==> config.mk <==
export PLATFORM = sky130hd
export DESIGN_NAME = top_level_and_ext_interrupt_ctrl
export DESIGN_NICKNAME = d
export VERILOG_FILES = /design/src/core/intc_pkg.sv /design/src/core/top_level_and_ext_interrupt_ctrl.sv
export VERILOG_INCLUDE_DIRS = /design/src /design/src/core
export SDC_FILE = /design/constraint.sdc
export NUM_CORES = 1
export LEC_CHECK = 0
export ABC_AREA = 0
export ABC_CLOCK_PERIOD_IN_PS = 12850
export BUFFER_PORTS_ARGS = -buffer_cell sky130_fd_sc_hd__buf_4
export CORE_MARGIN = 2
export CORE_UTILIZATION = 45
export CTS_BUF_LIST = sky130_fd_sc_hd__clkbuf_4
export CTS_CLUSTER_SIZE = 10
export DETAILED_ROUTE_END_ITERATION = 6
export GPL_TIMING_DRIVEN = 0
export PLACE_DENSITY = 0.76
export SKIP_LAST_GASP = 1
export SLEW_MARGIN = 20
export SYNTH_ARGS = -nofsm -noshare
export SYNTH_HDL_FRONTEND = slang
export SYNTH_SLANG_ARGS = --single-unit
==> constraint.sdc <==
create_clock -name pclk -period 12.85 [get_ports pclk]
set_input_delay 0 -clock pclk [delete_from_list [all_inputs] [get_ports pclk]]
set_output_delay 0 -clock pclk [all_outputs]
set_load 0.05 [all_outputs]
==> src/core/intc_defs.svh <==
// Purpose: constants of the interrupt controller
// Assumes: included by its bare name
// Notes: offsets are register indices; byte address is index times four
`ifndef INTC_DEFS_SVH
`define INTC_DEFS_SVH

// =====================================================
// register indices
`define CENTRAL_CTRL_IDX 10'h0e6
`define EDGE_SEL_IDX 10'h0f2
`define EXT_PEND_IDX 10'h0f3
`define EXT_MASK_IDX 10'h0f4
`define EXT_PRIO_IDX 10'h0f5
`define TOP_VEC_IDX 10'h0f6
`define NEST_CTRL_IDX 10'h0f7

// =====================================================
// reset values
`define CENTRAL_CTRL_RST 8'h87
`define EXT_PRIO_RST 8'hff
`define LOWEST_LEVEL 3'h7

// =====================================================
// central control field positions
`define CC_RSVD_BIT 7
`define CC_PEND_BIT 6
`define CC_TMASK_BIT 5
`define CC_GIE_BIT 4
`define CC_MODE_BIT 3
`define CC_LVL_HI 2

// =====================================================
// top vector register and nested control fields
`define TV_EDGE_BIT 3
`define TV_SRC_BIT 2
`define NC_LOCK_BIT 7

// =====================================================
// timing in core clock cycles
`define ARB_LAST 3'h4
`define IMC_BASE 5'd18
`define IMC_RF_EXTRA 5'd2
`define IMC_SEG_EXTRA 5'd2
// arbitrary top-level vector value
`define TOP_VECTOR 8'h0c

`endif

==> src/core/intc_pkg.sv <==
// Purpose: types of the interrupt controller
// Assumes: nothing
// Notes: states of the acknowledge sequencer
package intc_pkg;

   // =====================================================
   // acknowledge sequencer states
   typedef enum logic [2:0] {
      S_IDLE,
      S_ACK,
      S_WAKE,
      S_HOLD,
      S_IMC
   } ack_state_t;

endpackage

==> src/core/top_level_and_ext_interrupt_ctrl.sv <==
// Purpose: top-level and external interrupt control with APB registers
// Assumes: pclk is the core clock; pins pass two flip-flops
// Notes: one wait state on every APB access
`timescale 1ns/1ps
`include "intc_defs.svh"

module top_level_and_ext_interrupt_ctrl
   import intc_pkg::*;
(
   // clock and reset
   input wire logic pclk,
   input wire logic presetn,
   // apb slave
   input wire logic psel,
   input wire logic penable,
   input wire logic pwrite,
   input wire logic [11:0] paddr,
   input wire logic [31:0] pwdata,
   output logic [31:0] prdata,
   output logic pready,
   output logic pslverr,
   // interrupt sources
   input wire logic nmi_pin,
   input wire logic [7:0] ext_int_pin,
   input wire logic wdg_end_count,
   // cpu sequencer
   input wire logic cpu_ei,
   input wire logic cpu_di,
   input wire logic cpu_iret,
   input wire logic cpu_write_done,
   input wire logic cpu_instr_end,
   input wire logic cpu_wfi,
   input wire logic stack_in_rf,
   input wire logic segment_push_enable,
   output logic int_abort,
   output logic int_service,
   output logic isr_start,
   output logic top_service,
   output logic [7:0] int_vector
);

   // =====================================================
   // state
   ack_state_t state_reg;
   logic [2:0] arb_cnt_reg;
   logic [4:0] imc_cnt_reg;
   logic win_top_reg;
   logic [2:0] win_idx_reg;
   logic [2:0] win_lvl_reg;
   logic [7:0] int_vector_reg;
   logic in_top_reg;
   logic top_pending_flag_reg;
   logic top_maskable_enable_reg;
   logic global_int_enable_reg;
   logic arbitration_mode_sel_reg;
   logic [2:0] current_priority_level_reg;
   logic [7:0] edge_sel_reg;
   logic [7:0] ext_pend_reg;
   logic [7:0] ext_mask_reg;
   logic [7:0] ext_prio_reg;
   logic [3:0] vec_hi_reg;
   logic top_edge_select_reg;
   logic top_source_select_reg;
   logic top_unmaskable_lock_reg;
   logic [6:0] hold_level_reg;
   logic nmi_s1_reg, nmi_s2_reg, nmi_d_reg;
   logic [7:0] ext_s1_reg, ext_s2_reg, ext_d_reg;
   logic pready_reg;
   logic [31:0] prdata_reg;

   logic [9:0] idx;
   logic acc, wr_en, rd_cap, mapped;
   logic [7:0] rd_val;
   logic nmi_evt, top_evt;
   logic [7:0] ext_evt, ch_req;
   logic top_req, arb_sample, grant;
   logic best_ok;
   logic [2:0] best_idx, best_lvl, lvl;
   logic imc_start, ack_now, ret_chan;
   logic [4:0] imc_len;
   logic [2:0] restore_lvl;
   logic [7:0] ack_mask;

   // =====================================================
   // apb decode, one wait state
   assign idx = paddr[11:2];
   assign acc = psel && penable;
   assign wr_en = acc && pwrite && pready_reg;
   assign rd_cap = acc && !pready_reg;
   assign pready = pready_reg;
   assign prdata = prdata_reg;
   assign pslverr = pready_reg && acc && !mapped;

   // read mux and map check
   always_comb begin
      mapped = 1'b1;
      rd_val = 8'h00;
      if (idx == `CENTRAL_CTRL_IDX) begin
         rd_val = {1'b1, top_pending_flag_reg, top_maskable_enable_reg,
                   global_int_enable_reg, arbitration_mode_sel_reg,
                   current_priority_level_reg};
      end else if (idx == `EDGE_SEL_IDX) begin
         rd_val = edge_sel_reg;
      end else if (idx == `EXT_PEND_IDX) begin
         rd_val = ext_pend_reg;
      end else if (idx == `EXT_MASK_IDX) begin
         rd_val = ext_mask_reg;
      end else if (idx == `EXT_PRIO_IDX) begin
         rd_val = ext_prio_reg;
      end else if (idx == `TOP_VEC_IDX) begin
         rd_val = {vec_hi_reg, top_edge_select_reg, top_source_select_reg,
                   2'b00};
      end else if (idx == `NEST_CTRL_IDX) begin
         rd_val = {top_unmaskable_lock_reg, hold_level_reg};
      end else begin
         mapped = 1'b0;
      end
   end

   // answer handshake and read data
   always_ff @(posedge pclk or negedge presetn) begin
      if (!presetn) begin
         pready_reg <= 1'b0;
         prdata_reg <= 32'h0000_0000;
      end else begin
         pready_reg <= rd_cap;
         if (rd_cap) begin
            prdata_reg <= {24'h00_0000, rd_val};
         end
      end
   end

   // =====================================================
   // pin synchronisers and edge detect
   always_ff @(posedge pclk or negedge presetn) begin
      if (!presetn) begin
         nmi_s1_reg <= 1'b0;
         nmi_s2_reg <= 1'b0;
         nmi_d_reg <= 1'b0;
         ext_s1_reg <= 8'h00;
         ext_s2_reg <= 8'h00;
         ext_d_reg <= 8'h00;
      end else begin
         nmi_s1_reg <= nmi_pin;
         nmi_s2_reg <= nmi_s1_reg;
         nmi_d_reg <= nmi_s2_reg;
         ext_s1_reg <= ext_int_pin;
         ext_s2_reg <= ext_s1_reg;
         ext_d_reg <= ext_s2_reg;
      end
   end

   // selected top event and channel events
   assign nmi_evt = top_edge_select_reg ? (nmi_s2_reg && !nmi_d_reg)
                                        : (!nmi_s2_reg && nmi_d_reg);
   assign top_evt = top_source_select_reg ? nmi_evt : wdg_end_count;
   assign ext_evt = (edge_sel_reg & ext_s2_reg & ~ext_d_reg)
                  | (~edge_sel_reg & ~ext_s2_reg & ext_d_reg);

   // =====================================================
   // request qualification
   assign top_req = top_pending_flag_reg && (top_unmaskable_lock_reg
      || (top_maskable_enable_reg && global_int_enable_reg));
   assign ch_req = ext_pend_reg & ext_mask_reg
                 & {8{global_int_enable_reg}};

   // pick lowest-numbered level below current level
   always_comb begin
      best_ok = 1'b0;
      best_idx = 3'h0;
      best_lvl = `LOWEST_LEVEL;
      lvl = `LOWEST_LEVEL;
      for (int i = 0; i < 8; i++) begin
         lvl = {ext_prio_reg[(i / 2) * 2 + 1], ext_prio_reg[(i / 2) * 2],
                1'(i % 2)};
         if (ch_req[i] && (lvl < current_priority_level_reg)
             && (!best_ok || (lvl < best_lvl))) begin
            best_ok = 1'b1;
            best_idx = 3'(i);
            best_lvl = lvl;
         end
      end
   end

   // =====================================================
   // arbitration window counter, free running
   always_ff @(posedge pclk or negedge presetn) begin
      if (!presetn) begin
         arb_cnt_reg <= 3'h0;
      end else if (arb_cnt_reg == `ARB_LAST) begin
         arb_cnt_reg <= 3'h0;
      end else begin
         arb_cnt_reg <= arb_cnt_reg + 3'h1;
      end
   end

   assign arb_sample = arb_cnt_reg == `ARB_LAST;
   assign grant = arb_sample && (state_reg == S_IDLE) && !in_top_reg
                  && (top_req || best_ok);

   // =====================================================
   // acknowledge sequencer
   assign ack_now = state_reg == S_ACK;
   assign imc_start = (state_reg == S_HOLD)
                      && (!cpu_write_done || cpu_instr_end);
   assign int_abort = (state_reg == S_HOLD) && !cpu_write_done;
   assign int_service = state_reg == S_IMC;
   assign isr_start = int_service && (imc_cnt_reg == 5'd0);
   assign top_service = in_top_reg;
   assign int_vector = int_vector_reg;
   assign imc_len = `IMC_BASE
                    + (stack_in_rf ? `IMC_RF_EXTRA : 5'd0)
                    + (segment_push_enable ? `IMC_SEG_EXTRA : 5'd0);

   // state transitions
   always_ff @(posedge pclk or negedge presetn) begin
      if (!presetn) begin
         state_reg <= S_IDLE;
      end else begin
         case (state_reg)
            S_IDLE: begin
               if (grant) begin
                  state_reg <= S_ACK;
               end
            end
            S_ACK: begin
               state_reg <= cpu_wfi ? S_WAKE : S_HOLD;
            end
            S_WAKE: begin
               state_reg <= S_HOLD;
            end
            S_HOLD: begin
               if (imc_start) begin
                  state_reg <= S_IMC;
               end
            end
            S_IMC: begin
               if (imc_cnt_reg == 5'd0) begin
                  state_reg <= S_IDLE;
               end
            end
            default: begin
               state_reg <= S_IDLE;
            end
         endcase
      end
   end

   // machine cycle counter
   always_ff @(posedge pclk or negedge presetn) begin
      if (!presetn) begin
         imc_cnt_reg <= 5'd0;
      end else if (imc_start) begin
         imc_cnt_reg <= imc_len - 5'd1;
      end else if (int_service && (imc_cnt_reg != 5'd0)) begin
         imc_cnt_reg <= imc_cnt_reg - 5'd1;
      end
   end

   // winner latch and vector
   always_ff @(posedge pclk or negedge presetn) begin
      if (!presetn) begin
         win_top_reg <= 1'b0;
         win_idx_reg <= 3'h0;
         win_lvl_reg <= `LOWEST_LEVEL;
         int_vector_reg <= 8'h00;
      end else if (grant) begin
         win_top_reg <= top_req;
         win_idx_reg <= best_idx;
         win_lvl_reg <= best_lvl;
         int_vector_reg <= top_req ? `TOP_VECTOR
                           : {vec_hi_reg, best_idx, 1'b0};
      end
   end

   // top routine in service
   always_ff @(posedge pclk or negedge presetn) begin
      if (!presetn) begin
         in_top_reg <= 1'b0;
      end else if (imc_start && win_top_reg) begin
         in_top_reg <= 1'b1;
      end else if (cpu_iret) begin
         in_top_reg <= 1'b0;
      end
   end

   // =====================================================
   // pending flags, set wins over clear
   assign ack_mask = (ack_now && !win_top_reg) ? (8'h01 << win_idx_reg)
                                                : 8'h00;

   always_ff @(posedge pclk or negedge presetn) begin
      if (!presetn) begin
         top_pending_flag_reg <= 1'b0;
      end else if (top_evt || (wr_en && (idx == `CENTRAL_CTRL_IDX)
                               && pwdata[`CC_PEND_BIT])) begin
         top_pending_flag_reg <= 1'b1;
      end else if (ack_now && win_top_reg) begin
         top_pending_flag_reg <= 1'b0;
      end
   end

   always_ff @(posedge pclk or negedge presetn) begin
      if (!presetn) begin
         ext_pend_reg <= 8'h00;
      end else if (wr_en && (idx == `EXT_PEND_IDX)) begin
         ext_pend_reg <= pwdata[7:0] | ext_evt;
      end else begin
         ext_pend_reg <= (ext_pend_reg & ~ack_mask) | ext_evt;
      end
   end

   // =====================================================
   // global enable
   assign ret_chan = cpu_iret && !in_top_reg;

   always_ff @(posedge pclk or negedge presetn) begin
      if (!presetn) begin
         global_int_enable_reg <= 1'b0;
      end else if (wr_en && (idx == `CENTRAL_CTRL_IDX)) begin
         global_int_enable_reg <= pwdata[`CC_GIE_BIT];
      end else if (cpu_di) begin
         global_int_enable_reg <= 1'b0;
      end else if (cpu_ei) begin
         global_int_enable_reg <= 1'b1;
      end else if (imc_start && !win_top_reg) begin
         global_int_enable_reg <= 1'b0;
      end else if (ret_chan) begin
         global_int_enable_reg <= 1'b1;
      end
   end

   // =====================================================
   // nested level save and restore
   always_comb begin
      restore_lvl = `LOWEST_LEVEL;
      for (int i = 6; i >= 0; i--) begin
         if (hold_level_reg[i]) begin
            restore_lvl = 3'(i);
         end
      end
   end

   always_ff @(posedge pclk or negedge presetn) begin
      if (!presetn) begin
         current_priority_level_reg <= `LOWEST_LEVEL;
         hold_level_reg <= 7'h00;
      end else if (wr_en && (idx == `CENTRAL_CTRL_IDX)) begin
         current_priority_level_reg <= pwdata[`CC_LVL_HI:0];
      end else if (imc_start && !win_top_reg && arbitration_mode_sel_reg) begin
         current_priority_level_reg <= win_lvl_reg;
         if (current_priority_level_reg != `LOWEST_LEVEL) begin
            hold_level_reg[current_priority_level_reg] <= 1'b1;
         end
      end else if (ret_chan && arbitration_mode_sel_reg) begin
         current_priority_level_reg <= restore_lvl;
         if (restore_lvl != `LOWEST_LEVEL) begin
            hold_level_reg[restore_lvl] <= 1'b0;
         end
      end
   end

   // =====================================================
   // plain software fields
   always_ff @(posedge pclk or negedge presetn) begin
      if (!presetn) begin
         top_maskable_enable_reg <= 1'b0;
         arbitration_mode_sel_reg <= 1'b0;
         edge_sel_reg <= 8'h00;
         ext_mask_reg <= 8'h00;
         ext_prio_reg <= `EXT_PRIO_RST;
         vec_hi_reg <= 4'h0;
         top_edge_select_reg <= 1'b0;
         top_source_select_reg <= 1'b1;
      end else if (wr_en) begin
         if (idx == `CENTRAL_CTRL_IDX) begin
            top_maskable_enable_reg <= pwdata[`CC_TMASK_BIT];
            arbitration_mode_sel_reg <= pwdata[`CC_MODE_BIT];
         end else if (idx == `EDGE_SEL_IDX) begin
            edge_sel_reg <= pwdata[7:0];
         end else if (idx == `EXT_MASK_IDX) begin
            ext_mask_reg <= pwdata[7:0];
         end else if (idx == `EXT_PRIO_IDX) begin
            ext_prio_reg <= pwdata[7:0];
         end else if (idx == `TOP_VEC_IDX) begin
            vec_hi_reg <= pwdata[7:4];
            top_edge_select_reg <= pwdata[`TV_EDGE_BIT];
            top_source_select_reg <= pwdata[`TV_SRC_BIT];
         end
      end
   end

   // set-only lock
   always_ff @(posedge pclk or negedge presetn) begin
      if (!presetn) begin
         top_unmaskable_lock_reg <= 1'b0;
      end else if (wr_en && (idx == `NEST_CTRL_IDX) && pwdata[`NC_LOCK_BIT]) begin
         top_unmaskable_lock_reg <= 1'b1;
      end
   end

   // =====================================================
   // assertions
   a_pin_rise_sets: assert property (@(posedge pclk) disable iff (!presetn)
      (top_source_select_reg && top_edge_select_reg && nmi_s2_reg && !nmi_d_reg)
      |=> top_pending_flag_reg) else $error("rising pin edge lost");
   a_wdg_source: assert property (@(posedge pclk) disable iff (!presetn)
      (!top_source_select_reg && wdg_end_count) |=> top_pending_flag_reg)
      else $error("watchdog end of count lost");
   a_top_ack_clear: assert property (@(posedge pclk) disable iff (!presetn)
      (ack_now && win_top_reg && !top_evt && !wr_en) |=> !top_pending_flag_reg)
      else $error("top pending not cleared");
   a_lock_sticky: assert property (@(posedge pclk) disable iff (!presetn)
      top_unmaskable_lock_reg |=> top_unmaskable_lock_reg)
      else $error("lock cleared");
   a_top_blocks_all: assert property (@(posedge pclk) disable iff (!presetn)
      (in_top_reg && state_reg == S_IDLE && !cpu_iret) |=> state_reg == S_IDLE)
      else $error("granted during top routine");
   a_top_keeps_enable: assert property (@(posedge pclk) disable iff (!presetn)
      (imc_start && win_top_reg && !cpu_ei && !cpu_di && !cpu_iret && !wr_en)
      |=> global_int_enable_reg == $past(global_int_enable_reg))
      else $error("top cycle changed enable");
   a_chan_needs_mask: assert property (@(posedge pclk) disable iff (!presetn)
      (grant && !top_req) |-> (ext_mask_reg[best_idx] && global_int_enable_reg))
      else $error("masked channel granted");
   a_level_below: assert property (@(posedge pclk) disable iff (!presetn)
      (grant && !top_req) |-> best_lvl < current_priority_level_reg)
      else $error("level not below current");
   a_ack_one_cycle: assert property (@(posedge pclk) disable iff (!presetn)
      grant |=> ack_now ##1 (state_reg == ($past(cpu_wfi) ? S_WAKE : S_HOLD)))
      else $error("acknowledge cycle wrong");
   a_imc_length: assert property (@(posedge pclk) disable iff (!presetn)
      (imc_start && !stack_in_rf && !segment_push_enable)
      |=> (int_service && imc_cnt_reg == 5'd17) ##17 isr_start ##1 !int_service)
      else $error("machine cycle length");
   a_chan_clears_enable: assert property (@(posedge pclk) disable iff (!presetn)
      (imc_start && !win_top_reg && !cpu_ei && !wr_en) |=> !global_int_enable_reg)
      else $error("enable not cleared");
   a_ext_edge_sets: assert property (@(posedge pclk) disable iff (!presetn)
      (ext_evt != 8'h00) |=> (ext_pend_reg & $past(ext_evt)) == $past(ext_evt))
      else $error("external edge lost");
   c_top_grant: cover property (@(posedge pclk) imc_start && win_top_reg);
   c_chan_abort: cover property (@(posedge pclk) int_abort && !win_top_reg);
   c_nested_save: cover property (@(posedge pclk) imc_start && arbitration_mode_sel_reg
      && current_priority_level_reg != `LOWEST_LEVEL);

endmodule

Yosys cells after proc, flatten, opt, wreduce, memory -nomap -nowiden
Index checks and enable logic that the tools add are counted.
{ "classes": {"n_addsub": 5, "n_lt_le_gt_ge": 19, "eq_ne": 18, "shift": 1, "n_mux": 79, "n_bitwise": 22, "n_reduce_logical": 88} }
{ "op_table": {"columns": ["operator", "count"], "rows": [
  ["$mux W3", 27],
  ["$mux W8", 10],
  ["$eq A10 B8 Y1 const B", 7],
  ["$and A8 B8 Y8", 7],
  ["$logic_and A1 B1 Y1", 46],
  ["$lt A3 B3 Y1", 15],
  ["$not A8 Y8", 4],
  ["$mux W1", 31],
  ["$mux W7", 4],
  ["$or A8 B8 Y8", 3],
  ["$pmux W3 S5", 1],
  ["$logic_not A1 Y1", 14],
  ["$logic_or A1 B1 Y1", 11],
  ["$mux W5", 2],
  ["$reduce_bool A2 Y1", 5],
  ["$reduce_bool A5 Y1", 2],
  ["$sub A5 B1 Y5 const B", 2],
  ["$lt A3 B4 Y1 const B", 2],
  ["$reduce_and A4 Y1", 2],
  ["$shl A1 B3 Y8 const A", 1],
  ["$and A7 B7 Y7", 1],
  ["$not A7 Y7", 1],
  ["$or A7 B7 Y7", 1],
  ["$demux W1 S3", 2],
  ["19 further kinds", 31]
]} }
{ "totals": {"register_bits": 116, "in_bits": 67, "output_inout_bits": 46, "elab_cells": 262} }

Logic depth before layout (Yosys ltp)
{ "depth": {"word_depth": 36, "mapped_depth": 43, "ltp_nobuf": 41} }

Worst setup path before layout
Ideal clock, no wire load.
{ "synth_timing": {"path_type": "reg-to-reg", "from": "reg current_priority_level_reg[2]", "to": "reg win_idx_reg[0]", "setup_time_ns": 0.125, "arrival_time_ns": 8.362, "required_time_ns": 12.725, "setup_slack_ns": 4.363, "stages_incl_launch_ff": 44, "path_buffers": 2, "synth_period_minus_slack_ns": 8.487, "path_cell_list": "dfstp_2 > clkbuf_1 > inv_1 > ha_1 > nor2b_1 > nor2_1 > a21oi_1 > or2_2 > inv_1 > ha_1 > a21oi_1 > nor2_1 > a21o_1 > nor3_1 > mux2i_1 > ha_1 > o21ai_0 > a21o_1 > (+8 left out) > ha_1 > or2_2 > a21oi_1 > a221oi_2 > mux2_2 > inv_1 > ha_1 > a21oi_1 > a41oi_1 > a311o_1 > or2_1 > buf_2 > mux2i_1 > ha_1 > and2_1 > o21ai_1 > a21o_1 > mux2_2"} }
{ "synth_via": {"elab_chain_len": 33, "word_cells_on_any_way": 68, "classes_between": "order compare: 15; mux: 22; reduce/logical: 31"} }
{ "synth_lines": {"columns": ["element", "line_no", "rtl"], "rows": [
  ["from (decl)", "top_level_and_ext_interrupt_ctrl.sv:56", "logic [2:0] current_priority_level_reg;"],
  ["from (signal assigned)", "top_level_and_ext_interrupt_ctrl.sv:346", "current_priority_level_reg <= `LOWEST_LEVEL;"],
  ["from (signal assigned)", "top_level_and_ext_interrupt_ctrl.sv:349", "current_priority_level_reg <= pwdata[`CC_LVL_HI:0];"],
  ["from (signal assigned)", "top_level_and_ext_interrupt_ctrl.sv:351", "current_priority_level_reg <= win_lvl_reg;"],
  ["$lt A3 B3 Y1", "top_level_and_ext_interrupt_ctrl.sv:176", "if (ch_req[i] && (lvl < current_priority_level_reg)"],
  ["$logic_and A1 B1 Y1", "top_level_and_ext_interrupt_ctrl.sv:176", null],
  ["$mux W3 / $mux W1 (equally long branches)", "top_level_and_ext_interrupt_ctrl.sv:176", null],
  ["$lt A3 B3 Y1 / $logic_not A1 Y1 (equally long branches)", "top_level_and_ext_interrupt_ctrl.sv:177", "&& (!best_ok || (lvl < best_lvl))) begin"],
  ["$logic_or A1 B1 Y1", "top_level_and_ext_interrupt_ctrl.sv:177", null],
  ["$logic_and A1 B1 Y1", "top_level_and_ext_interrupt_ctrl.sv:177", null],
  ["$mux W3 / $mux W1 (equally long branches)", "top_level_and_ext_interrupt_ctrl.sv:176", null],
  ["$lt A3 B3 Y1 / $logic_not A1 Y1 (equally long branches)", "top_level_and_ext_interrupt_ctrl.sv:177", null],
  ["(+17 left out)", null, null],
  ["$logic_and A1 B1 Y1", "top_level_and_ext_interrupt_ctrl.sv:177", null],
  ["$mux W3 / $mux W1 (equally long branches)", "top_level_and_ext_interrupt_ctrl.sv:176", null],
  ["$lt A3 B3 Y1 / $logic_not A1 Y1 (equally long branches)", "top_level_and_ext_interrupt_ctrl.sv:177", null],
  ["$logic_or A1 B1 Y1", "top_level_and_ext_interrupt_ctrl.sv:177", null],
  ["$logic_and A1 B1 Y1", "top_level_and_ext_interrupt_ctrl.sv:177", null],
  ["$mux W1", "top_level_and_ext_interrupt_ctrl.sv:176", null],
  ["$logic_or A1 B1 Y1", "top_level_and_ext_interrupt_ctrl.sv:199", "&& (top_req || best_ok);"],
  ["$logic_and A1 B1 Y1", "top_level_and_ext_interrupt_ctrl.sv:199", null],
  ["to (signal assigned)", "top_level_and_ext_interrupt_ctrl.sv:269", "win_idx_reg <= best_idx;"],
  ["to (decl)", "top_level_and_ext_interrupt_ctrl.sv:48", "logic [2:0] win_idx_reg;"]
]} }
Parallel ways exist; a longest one is shown, timed or not.
A chain may end at the register's enable or synchronous reset.

Worst setup path after layout
Same ends and word-level chain as after synthesis.

==> summary.md <==
| Metric | Value |
|---|---|
| Status | finished, final reports clean |
| Seq pwr share | 47.0% |
| CP peak stage delay | 0.52 ns |
| IO Pins | 113 |
| Antenna violations before repair | 1 |
| Logic pwr share | 16.5% |
| Mapped Area | approximately 6200 µm² |
| R2R setup slack | 3.16 ns |
| Post-layout min period | 9.69 ns |
| Port buffer count | 58 |
| Sw Pwr | 255 µW |
| Reg2reg path depth | 43 |
| Core Region | about 14,000 µm² |
| Min-delay src | psel |
| Util after Layout | 55.8% |
| Main synth FF type | dfrtp_1 |
| Commonest non-fill, non-tap cells in the layout | 100 x dfrtp_1, 83 x nand2_1, 82 x buf_4 |
| Post-synth cell types | 67 |
| Max transition margin | 36.5% |
| Initial DRC count | 574 |
| Hold depth | 3 |
| Clk_lat worst skew | 0.53 ns |
| GR Overflow Total | 0 |
| Die width | 122 µm |
| GRT Overall Usage | 22.9% |
| Largest net degree at the start of global routing | approximately 120 |
| H-tree Lvls | 4 |
| Switching Share | 30.0% |
| Hold Violations, Final | 0 |
| Mean post-synth cell area | about 10 µm² |
| Crit path launch type | flip-flop |
| Ys async rst share | 100% |
| Critical path's slowest cell | dfstp_2 |
| TritonCTS clock tree | yes |
| Total Nets Final | 852 |
| 1st-pass router iterations | 5 |
| Vias in the first global route | 5,209 |
| CTS Root Cell | clkbuf_4 |
| Pwr Density | ~110 nW/µm² |
| Final setup viols | 0 |
| Final slew viol count | 0 |
| Worst-margin pin slew | 0.945 ns |
| Min-delay worst type | primary input to flip-flop |
| Sequential-to-total area share from yosys stat | between 40% and 50% |
| Die Y-Extent | around 120 µm |
| RR Startpoint | current_priority_level_reg[2] |
| DRC Markers | 0 |
| Max VDD drop | 0.000116 V |
| Share of layout cells above drive strength 1 | 23.2% |
| Post-cts sizing count | 0 |
| Setup Fix Bufs, Post-CTS | 0 |
| Vias per cell | between 5 and 6 |
| Detailed-route via count | 5,370 |
| CP max FO | 8 |
| Hold Path End | pready |
| EDFF count, synth | 0 |
| # hold bufs at CTS | 30 |
| Commonest non-fill, non-tap cell in the layout | dfrtp_1 |
| Fmax achieved | 103 MHz |
| Crit end category | flip-flop |
| Initial Util | 45.6% |
| Most common cell on crit path | ha_1 |
| Yosys warning count | 0 |
| Yosys reg bits | 115 |
| Critical Path RT | 13.28 ns |
| Gpl congestion | just under 1 |
| Syn Inst Count | 628 |
| Inserted Clock Buffers | 17 |
| Syn-to-layout area delta | 22.6% |
| Reg-to-Reg End | win_idx_reg[0] |
| Leakage | 0.00364 µW |
| Final ANT Viol Nets | 0 |
| Worst endpoint data arrival time | 10.12 ns |
| Max Cap Viol | 0 |
| RSZ-0062 raised after global routing | false |
| Clk sink count | 115 |
| Clk buf depth | 2 |
| Int Pwr | 594 µW |
| Detailed Route WL | between 15 and 20 mm |
| Die area | 14,800 µm² |
| Skew final | ~0.023 ns |
| Critical path class | flip-flop to flip-flop |
| Post-DP HPWL | approximately 12 mm |
| Clock transition at the registers of the reported paths | 0.12 ns |
| Clk pwr share | a little over a third |
| Drt wl/cell | 17.2 µm |
| Global-route wire length before repair | 26.2 mm |
| TNS Setup | 0 ns |
| Fillers | ~1,200 |
| Crit share post-route | 75.4% |
| Row count | 43 |
[per-layer routing]
layer  track usage [%]  share of wire, %  routed length [µm]  vias to the layer above
met2              38.0                49                7930                      231
met3              6.69               8.4                1380                       27
met4              6.82               1.6                 260                        0
li1                  -                 -                   -                     2510
met1              29.2                41                6780                     2602
met5                 0                 0                   0                        -
[logic make-up (layout without fill, tap and decap cells)]
group | count (synthesis) | count (layout) | synth area share, %
AOI/OAI and AO/OA | 144 | 144 | 16.5
adders and majority gates | 26 | 26 | 5.21
other | 1 | 26 | 0.0600
xor gates and xnor gates | 4 | 4 | 0.561
DFF | 115 | 115 | 46.3
buffers and inverters | 68 | 188 | 5.63
muxes | 43 | 43 | 8.73
and+or+nand+nor | 227 | 227 | 17.0
[per-stage QoR]
step	total power [µW]	setup slack (ns)	hold slack (ns)	area, µm²	std cells
floorplan	486	4.36	-0.296	6340	652
global placement	526	3.47	0.110	7000	890
detailed placement	532	3.31	0.111	7010	890
CTS	850	3.28	0.00578	7640	952
global route	888	2.49	0.0192	7660	952
finish	849	3.16	0.0290	7660	953
[critical path, delay by kind of cell (launching register included)]
kind / cells / cell delay (ns)
flip-flops: 1 / 0.52
adder cells (fa/ha/maj): 7 / 1.79
AND/OR/NAND/NOR: 10 / 2.44
multiplexers: 6 / 1.54
buffers and inverters: 6 / 0.95
AO/OA/AOI/OAI: 14 / 2.39
[power groups by stage]
stage                     clock [µW]  combinational (µW)  sequential [µW]
after floorplan                    0                83.1              403
after global placement             0                 122              404
after detailed placement           0                 127              405
after CTS                        312                 139              399
after global routing             331                 155              402
final                            310                 140              399
[cells in the mapped netlist, types with 4 or more instances]
master | number | share of area [%]
nor4_1 | 5 | 0.50
nor3_1 | 18 | 1.4
clkbuf_1 | 14 | 0.84
and2_1 | 5 | 0.50
inv_1 | 26 | 1.6
or2_2 | 4 | 0.40
o221ai_1 | 4 | 0.56
mux2_2 | 32 | 5.8
o21ai_0 | 19 | 1.5
mux4_2 | 6 | 2.2
nand3_1 | 10 | 0.80
nor3b_1 | 4 | 0.48
dfstp_2 | 15 | 6.3
nand2b_1 | 8 | 0.80
o2111ai_1 | 14 | 2.0
nand4b_1 | 4 | 0.56
a21o_1 | 13 | 1.6
ha_1 | 26 | 5.2
nand4_1 | 4 | 0.40
o31ai_1 | 5 | 0.60
o21a_1 | 4 | 0.48
a21oi_1 | 34 | 2.7
dfrtp_1 | 100 | 40
buf_4 | 25 | 3.0
and3_1 | 4 | 0.40
a211oi_1 | 4 | 0.48
mux2i_1 | 5 | 0.80
nor2b_1 | 8 | 0.80
nor2_1 | 58 | 3.5
or3_1 | 4 | 0.40
o211ai_1 | 9 | 1.1
nand2_1 | 83 | 5.0
[layout make-up]
| class | count | area, µm² | area share [%] |
|---|---|---|---|
| Sequential cell | 115 | 2900 | 37.8 |
| Clock buffer | 18 | 135 | 1.76 |
| Tap cell | 180 | 225 | 2.94 |
| Multi-Input combinational cell | 469 | 3110 | 40.6 |
| Antenna cell | 1 | 2.50 | 0.0327 |
| Inverter | 26 | 97.6 | 1.27 |
| Buffer | 42 | 254 | 3.32 |
| Timing Repair Buffer | 88 | 742 | 9.69 |
| Clock inverter | 14 | 199 | 2.60 |
[worst max-delay path by stage]
stage / start / to / slack (ns) / cells past startpoint
after CTS: current_priority_level_reg[2] / win_idx_reg[0] / 3.28 / 43
after global placement: current_priority_level_reg[2] / win_idx_reg[0] / 3.47 / 43
after global routing: current_priority_level_reg[2] / win_idx_reg[0] / 2.49 / 43
after detailed placement: current_priority_level_reg[2] / win_idx_reg[0] / 3.31 / 43
after floorplan: current_priority_level_reg[2] / win_idx_reg[0] / 4.36 / 43
final: current_priority_level_reg[2] / win_idx_reg[0] / 3.16 / 43
Power figures use the tool's default switching activity.
